--- src/core/crod_cfg.svh ---
// Constants of the clock and reset option decoder
`ifndef CROD_CFG_SVH
`define CROD_CFG_SVH
`define CROD_PKG_BIT      7
`define CROD_RSTLEN_BIT   6
`define CROD_SRC_HI       5
`define CROD_SRC_LO       4
`define CROD_RANGE_HI     3
`define CROD_RANGE_LO     1
`define CROD_PLL_BIT      0
`define CROD_CFG_ERASED   8'hFF
`define CROD_LONG_CYCLES  13'h1000
`define CROD_SHORT_CYCLES 13'h0100
`define CROD_RANGE_MEDIUM 3'h1
`define CROD_PADS         8
`endif

--- src/core/crod_pkg.sv ---
// Types of the clock and reset option decoder
package crod_pkg;
    typedef enum logic [1:0] {
        CROD_SRC_RESONATOR = 2'h0,
        CROD_SRC_RESERVED  = 2'h1,
        CROD_SRC_RC        = 2'h2,
        CROD_SRC_EXTERNAL  = 2'h3
    } crod_src_t;

    typedef struct packed {
        logic        large_package;
        logic        long_reset;
        crod_src_t   clock_source_type;
        logic [2:0]  resonator_range_select;
        logic        doubler_enable;
    } crod_sel_t;
endpackage : crod_pkg

--- src/core/crod_phase_counter.sv ---
// Reset and halt-exit phase counter
`timescale 1ns/1ps
`default_nettype none
`include "crod_cfg.svh"
module crod_phase_counter (
    input  wire logic        i_mclk,
    input  wire logic        i_rst_b,
    input  wire logic        i_ce,
    input  wire logic        i_start,
    input  wire logic [12:0] i_length,
    output logic             o_busy
);
    logic [12:0] count_r;

    always_ff @(posedge i_mclk) begin
        if (!i_rst_b) begin
            count_r <= 13'h0000;
        end else if (i_ce) begin
            if (i_start) begin
                count_r <= i_length;
            end else if (count_r != 13'h0000) begin
                count_r <= count_r - 13'h0001;
            end
        end
    end

    assign o_busy = (count_r != 13'h0000);
endmodule : crod_phase_counter
`default_nettype wire

--- src/core/crod_decoder.sv ---
// Option byte one decoder with reset phase control
//
// Behaviour
// - Bit 6 picks 4096 or 256 cycles
// - Bits 5:4 select main clock source
// - Bits 3:1 set resonator current range
// - External clock forces medium 2-4 MHz range
// - Bit 0 low enables times-two doubler
// - Bit 7 high means 64-lead package
// - Unbonded pads reset as pulled-up inputs
// - Option byte has no memory map address
`timescale 1ns/1ps
`default_nettype none
`include "crod_cfg.svh"
module crod_decoder
    import crod_pkg::*;
(
    input  wire logic                 i_mclk,
    input  wire logic                 i_rst_b,
    input  wire logic                 i_ce,
    input  wire logic [7:0]           i_option_byte,
    input  wire logic                 i_halt_exit,
    output crod_pkg::crod_sel_t       o_sel,
    output logic [12:0]               o_phase_length,
    output logic                      o_phase_active,
    output logic [`CROD_PADS-1:0]     o_upper_pad_pullup,
    output logic [`CROD_PADS-1:0]     o_upper_pad_input
);
    import crod_pkg::*;

    ////////////////////////////////////////////////////////////////////////
    // Capture while reset is held; no bus reaches this byte
    logic [7:0]  opt_r;
    logic        in_reset_r;
    logic        start_nxt;
    crod_sel_t   sel_nxt;
    logic [12:0] len_nxt;

    always_ff @(posedge i_mclk) begin
        if (i_ce && !i_rst_b) begin
            opt_r <= i_option_byte;
        end
    end

    always_ff @(posedge i_mclk) begin
        if (!i_rst_b) begin
            in_reset_r <= 1'b1;
        end else if (i_ce) begin
            in_reset_r <= 1'b0;
        end
    end

    ////////////////////////////////////////////////////////////////////////
    // Field decode
    always_comb begin
        sel_nxt.large_package     = opt_r[`CROD_PKG_BIT];
        sel_nxt.long_reset        = ~opt_r[`CROD_RSTLEN_BIT];
        sel_nxt.clock_source_type =
            crod_src_t'(opt_r[`CROD_SRC_HI:`CROD_SRC_LO]);
        if (sel_nxt.clock_source_type == CROD_SRC_EXTERNAL) begin
            sel_nxt.resonator_range_select = `CROD_RANGE_MEDIUM;
        end else begin
            sel_nxt.resonator_range_select =
                opt_r[`CROD_RANGE_HI:`CROD_RANGE_LO];
        end
        // Enable follows the bit as written; bad combinations are the tool's
        sel_nxt.doubler_enable = ~opt_r[`CROD_PLL_BIT];
        len_nxt = sel_nxt.long_reset ? `CROD_LONG_CYCLES
                                     : `CROD_SHORT_CYCLES;
    end

    ////////////////////////////////////////////////////////////////////////
    // Held outputs, stable until the next reset
    always_ff @(posedge i_mclk) begin
        if (!i_rst_b) begin
            o_sel          <= '0;
            o_phase_length <= `CROD_LONG_CYCLES;
        end else if (i_ce && in_reset_r) begin
            o_sel          <= sel_nxt;
            o_phase_length <= len_nxt;
        end
    end

    ////////////////////////////////////////////////////////////////////////
    // Phase counter, started on reset release and on halt exit
    logic busy;

    assign start_nxt = in_reset_r | i_halt_exit;

    crod_phase_counter u_phase (
        .i_mclk   (i_mclk),
        .i_rst_b  (i_rst_b),
        .i_ce     (i_ce),
        .i_start  (start_nxt),
        .i_length (len_nxt),
        .o_busy   (busy)
    );

    always_ff @(posedge i_mclk) begin
        if (!i_rst_b) begin
            o_phase_active <= 1'b1;
        end else if (i_ce) begin
            o_phase_active <= busy | start_nxt;
        end
    end

    ////////////////////////////////////////////////////////////////////////
    // Check helper: enabled edges since the last start of the phase
    // Kept apart from the phase counter so the checks do not reuse
    // the very logic they are meant to judge
    logic [12:0] run_len_r;

    always_ff @(posedge i_mclk) begin
        if (!i_rst_b) begin
            run_len_r <= 13'h0000;
        end else if (i_ce) begin
            if (start_nxt) begin
                run_len_r <= 13'h0000;
            end else if (o_phase_active) begin
                run_len_r <= run_len_r + 13'h0001;
            end
        end
    end

    ////////////////////////////////////////////////////////////////////////
    // Pads of the upper port bond only in the large package
    genvar g;
    generate
        for (g = 0; g < `CROD_PADS; g = g + 1) begin : g_pad
            always_ff @(posedge i_mclk) begin
                if (!i_rst_b) begin
                    o_upper_pad_pullup[g] <= 1'b1;
                    o_upper_pad_input[g]  <= 1'b1;
                end else if (i_ce) begin
                    o_upper_pad_pullup[g] <= ~o_sel.large_package;
                    o_upper_pad_input[g]  <= ~o_sel.large_package;
                end
            end
        end
    endgenerate
endmodule : crod_decoder
`default_nettype wire

--- config.mk ---
export PLATFORM = sky130hd
export DESIGN_NAME = crod_decoder
export DESIGN_NICKNAME = d
export VERILOG_FILES = /design/src/core/crod_pkg.sv /design/src/core/crod_phase_counter.sv /design/src/core/crod_decoder.sv
export VERILOG_INCLUDE_DIRS = /design/src /design/src/core
export SDC_FILE = /design/constraint.sdc
export NUM_CORES = 1
export LEC_CHECK = 0
export BUFFER_PORTS_ARGS = -buffer_cell sky130_fd_sc_hd__buf_4
export CORE_ASPECT_RATIO = 1.2
export CORE_MARGIN = 2
export CORE_UTILIZATION = 45
export DETAILED_ROUTE_END_ITERATION = 8
export PLACE_DENSITY_LB_ADDON = 0.05
export SLEW_MARGIN = 30
export SYNTH_ARGS = -nofsm -noshare
export SYNTH_HDL_FRONTEND = slang
export SYNTH_SLANG_ARGS = --single-unit
--- constraint.sdc ---
create_clock -name i_mclk -period 1.6 [get_ports i_mclk]
set_input_delay 0.16 -clock i_mclk [delete_from_list [all_inputs] [get_ports i_mclk]]
set_output_delay 0.16 -clock i_mclk [all_outputs]
set_load 0.1 [all_outputs]
==> key figures <==
Run status
  – Failing checks: negative setup slack
  – Run status: finished with violations

Routing
  – Antenna Nets Post-Route: 0
  – Drt initial violations: 52
  – First drt pass iteration count: 4
  – DRT Wirelength: 3742 µm
  – Vias: 1,344
  – Drt wl/cell: 14.39 µm
  – Via density: between 5 and 6
  – DRC: 0

Global route
  – Vias in the first global route: 1,326
  – Initial antenna violation count: 0
  – Largest net degree at the start of global routing: 21
  – Grt ovf: 0
  – GRT Util Overall: 19.34%
  – First-pass GRT wire length: 5906 µm

Final layout
  – Post-route insts no fill: 260
  – Final #Nets: 236
  – Most frequent cells in the layout: buf_4, dfxtp_1, nor2_1, nand2_1, conb_1
  – Final core occ: 63.81%
  – Share of cells above drive strength 1: 39.46%
  – Ant diodes: 0
  – P&R area growth vs syn: 34.14%
  – Fillers: 284
  – Most common cell after layout, fill and taps aside: buf_4

Worst setup path
  – Slowest CP cell: or4_4
  – R2R setup slack: -0.10 ns
  – Startpoint types: flip-flop
  – Critical Path End Type: flip-flop
  – Worst EP arrival: 1.92 ns
  – Cell count of the worst reg-to-reg path: 8
  – Crit-path cells: inv_2, ha_2, nor4b_4, nand4_1, buf_6, nand2_8, or4_4, a21boi_2
  – CP Max Fanout: 8
  – CP Class: reg2reg
  – Critical Path RT: between 1.5 and 2 ns
  – Worst stage delay on the critical path: 0.42 ns
  – R2R Path Start: u_phase.count_r[0]$_SDFFE_PN0P_
  – Critical R2R Capture: u_phase.count_r[1]$_SDFFE_PN0P_

Pwr
  – Logic gate share of total power: 32.5%
  – Sw frac: 35.17%
  – Int Power: around 0.0017 W
  – Worst VDD drop: 1.139 mV
  – Pwr Density: 1215 nW/µm²
  – Leakage power: between 0.9 and 1 nW
  – P_sw: 0.0009178 W
  – Clk pwr share: 29.4%
  – Seq pwr share: 38.1%

Timing
  – Final WS setup: -0.1032 ns
  – RSZ-0062 raised after global routing: yes
  – FMAX: 587.1 MHz
  – Final setup vio count: 5
  – Hold_ws: 0.04983 ns
  – Setup TNS: -0.2484 ns
  – Min cycle time layout: 1.703 ns
  – Clock skew: 0.004797 ns
  – Final hold violations: 0
  – Max-slew violations: 0
  – Tcrit/Tclk final: 106.4%

Placement
  – Port Buffers: 38
  – Placer Congestion: ~0.80
  – Post-DP HPWL: between 2000 and 3000 µm
  – Placed Cells: 247

Floorplanning
  – Initial Util: 47.57%
  – Die area: just over 4000 µm²
  – Die span in y: 69.35 µm
  – Placement Rows: 23
  – Placeable Area: roughly 3400 µm²
  – I/O pin count: 50
  – Die Wd: 58.46 µm

Worst hold path
  – Type of the worst min-delay path: in2reg
  – Worst hold start: i_option_byte[0]
  – Min-Delay Path Depth: 1
  – Hold EP: opt_r[0]$_DFFE_PP_

Logic synthesis
  – Synthesized flop and latch total: 34
  – Seq/Total Area, Yosys: 47.50%
  – Area leader, netlist: dfxtp_1
  – Syn_area_per_cell: 9.366 µm²
  – Ys Warns: 0
  – Largest cells by area after synthesis: dfxtp_1, edfxtp_1, buf_4
  – Top cell type's share of synthesized area: about a third
  – Mapped cell area: 1602 µm²
  – Netlist cell types: 34
  – Mapped Cells: 171

CTS
  – Num CTS Buffers: 5
  – CTS tree: built
  – Deepest clock path buffer count: 2
  – Clock Latency Late Sink: 0.28 ns
  – Worst-path clk slew: 0.07 ns
  – Clock sinks: 34
  – H-tree levels: 2
  – CTS root buf: clkbuf_8

Job
  – Max-cap viol count: 0
kinds of logic after synthesis:
| kind of cell | after synthesis | share of synthesized area [%] |
|---|---|---|
| buffers and inverters | 36 | 15.00 |
| AND/OR/NAND/NOR | 63 | 20.94 |
| AO/OA/AOI/OAI | 26 | 9.844 |
| XOR/XNOR | 9 | 4.922 |
| flip-flops | 34 | 47.50 |
| adder cells (fa/ha/maj) | 2 | 1.562 |
| other | 1 | 0.2342 |
synth_stat cells:
| master | instances |
|---|---|
| nor2_1 | 17 |
| nand2b_1 | 1 |
| a21oi_1 | 6 |
| buf_4 | 26 |
| xnor2_1 | 1 |
| xor2_1 | 8 |
| nor2b_1 | 2 |
| or4_1 | 1 |
| a21boi_0 | 5 |
| o41ai_1 | 1 |
| o22ai_1 | 1 |
| buf_6 | 1 |
| nand2_1 | 17 |
| o21ai_0 | 9 |
| nand3_1 | 7 |
| nor4_2 | 1 |
| o21ai_1 | 1 |
| nand2_2 | 1 |
| nor4_4 | 1 |
| edfxtp_1 | 8 |
| or3_1 | 1 |
| inv_1 | 5 |
| nor3b_2 | 1 |
| ha_1 | 2 |
| nand4_1 | 8 |
| o211a_1 | 1 |
| or4_4 | 1 |
| nor3_1 | 1 |
| clkbuf_1 | 4 |
| a22oi_1 | 2 |
| dfxtp_1 | 26 |
| conb_1 | 1 |
| nor4_1 | 2 |
| nor4b_1 | 1 |
what timing repair did:
item / CTS / global route
resized for setup: 5 / 17
pin swaps: 2 / 6
buffers inserted: 3 / 2
setup endpoints to repair: 6 / 14
hold buffers: 0 / 0
endpoints found under the hold margin: 0 / 0
power groups by stage:
stage | clock (W) | sequential [W] | combinational (W)
finish | 0.000768 | 0.000994 | 0.000847
CTS | 0.000794 | 0.000988 | 0.000805
floorplan | 0 | 0.00114 | 0.000460
global route | 0.000819 | 0.00100 | 0.000894
detailed placement | 0 | 0.00101 | 0.000781
global placement | 0 | 0.00100 | 0.000765
per-layer routing:
metal	up-vias	track usage [%]	part of all wire, %
met4	0	10.08	3.2
li1	651	-	-
met1	642	18.75	35
met5	-	0	0
met3	12	4.851	4.0
met2	39	35.83	58
critical path, delay by kind of cell (launching register included):
| kind | cells | cell delay (ns) |
|---|---|---|
| AOI/OAI and AO/OA | 1 | 0.14 |
| adders and majority gates | 1 | 0.18 |
| buffers and inverters | 2 | 0.20 |
| DFF | 1 | 0.34 |
| and+or+nand+nor | 4 | 0.78 |
layout make-up:
| cell class | instances | area, µm² | share of cell area (%) |
|---|---|---|---|
| sequential | 34 | 764.5 | 35.59 |
| inverter | 5 | 18.77 | 0.8736 |
| tap | 37 | 46.29 | 2.155 |
| timing repair buffer | 65 | 503.0 | 23.41 |
| multi-input combinational | 111 | 709.4 | 33.02 |
| clock inverter | 1 | 30.03 | 1.398 |
| clock buffer | 7 | 76.32 | 3.553 |
metrics by stage:
stage                     power (W)  instance area (µm²)  setup slack [ns]
after CTS                  0.002587                 2061          -0.05369
after detailed placement   0.001788                 1916           -0.1301
after global placement     0.001769                 1916          -0.03407
after global routing       0.002716                 2148           -0.1826
final                      0.002609                 2148           -0.1032
after floorplan            0.001603                 1640           0.03680
sequential cells by signal (all words and copies together) (netlist names):
signal,flops
u_phase.count_r,13
o_sel,8
opt_r,8
o_phase_length,2
in_reset_r,1
o_phase_active,1
o_upper_pad_pullup,1
worst max path at each step:
| stage | startpoint | endpoint | slack [ns] |
|---|---|---|---|
| finish | u_phase.count_r[0]$_SDFFE_PN0P_ | u_phase.count_r[1]$_SDFFE_PN0P_ | -0.10 |
| global route | u_phase.count_r[0]$_SDFFE_PN0P_ | u_phase.count_r[1]$_SDFFE_PN0P_ | -0.18 |
| detailed placement | u_phase.count_r[0]$_SDFFE_PN0P_ | u_phase.count_r[1]$_SDFFE_PN0P_ | -0.13 |
| floorplan | u_phase.count_r[0]$_SDFFE_PN0P_ | u_phase.count_r[1]$_SDFFE_PN0P_ | 0.04 |
| global placement | u_phase.count_r[0]$_SDFFE_PN0P_ | u_phase.count_r[1]$_SDFFE_PN0P_ | -0.03 |
| CTS | u_phase.count_r[0]$_SDFFE_PN0P_ | u_phase.count_r[9]$_SDFFE_PN0P_ | -0.05 |
Power figures use the tool's default switching activity.
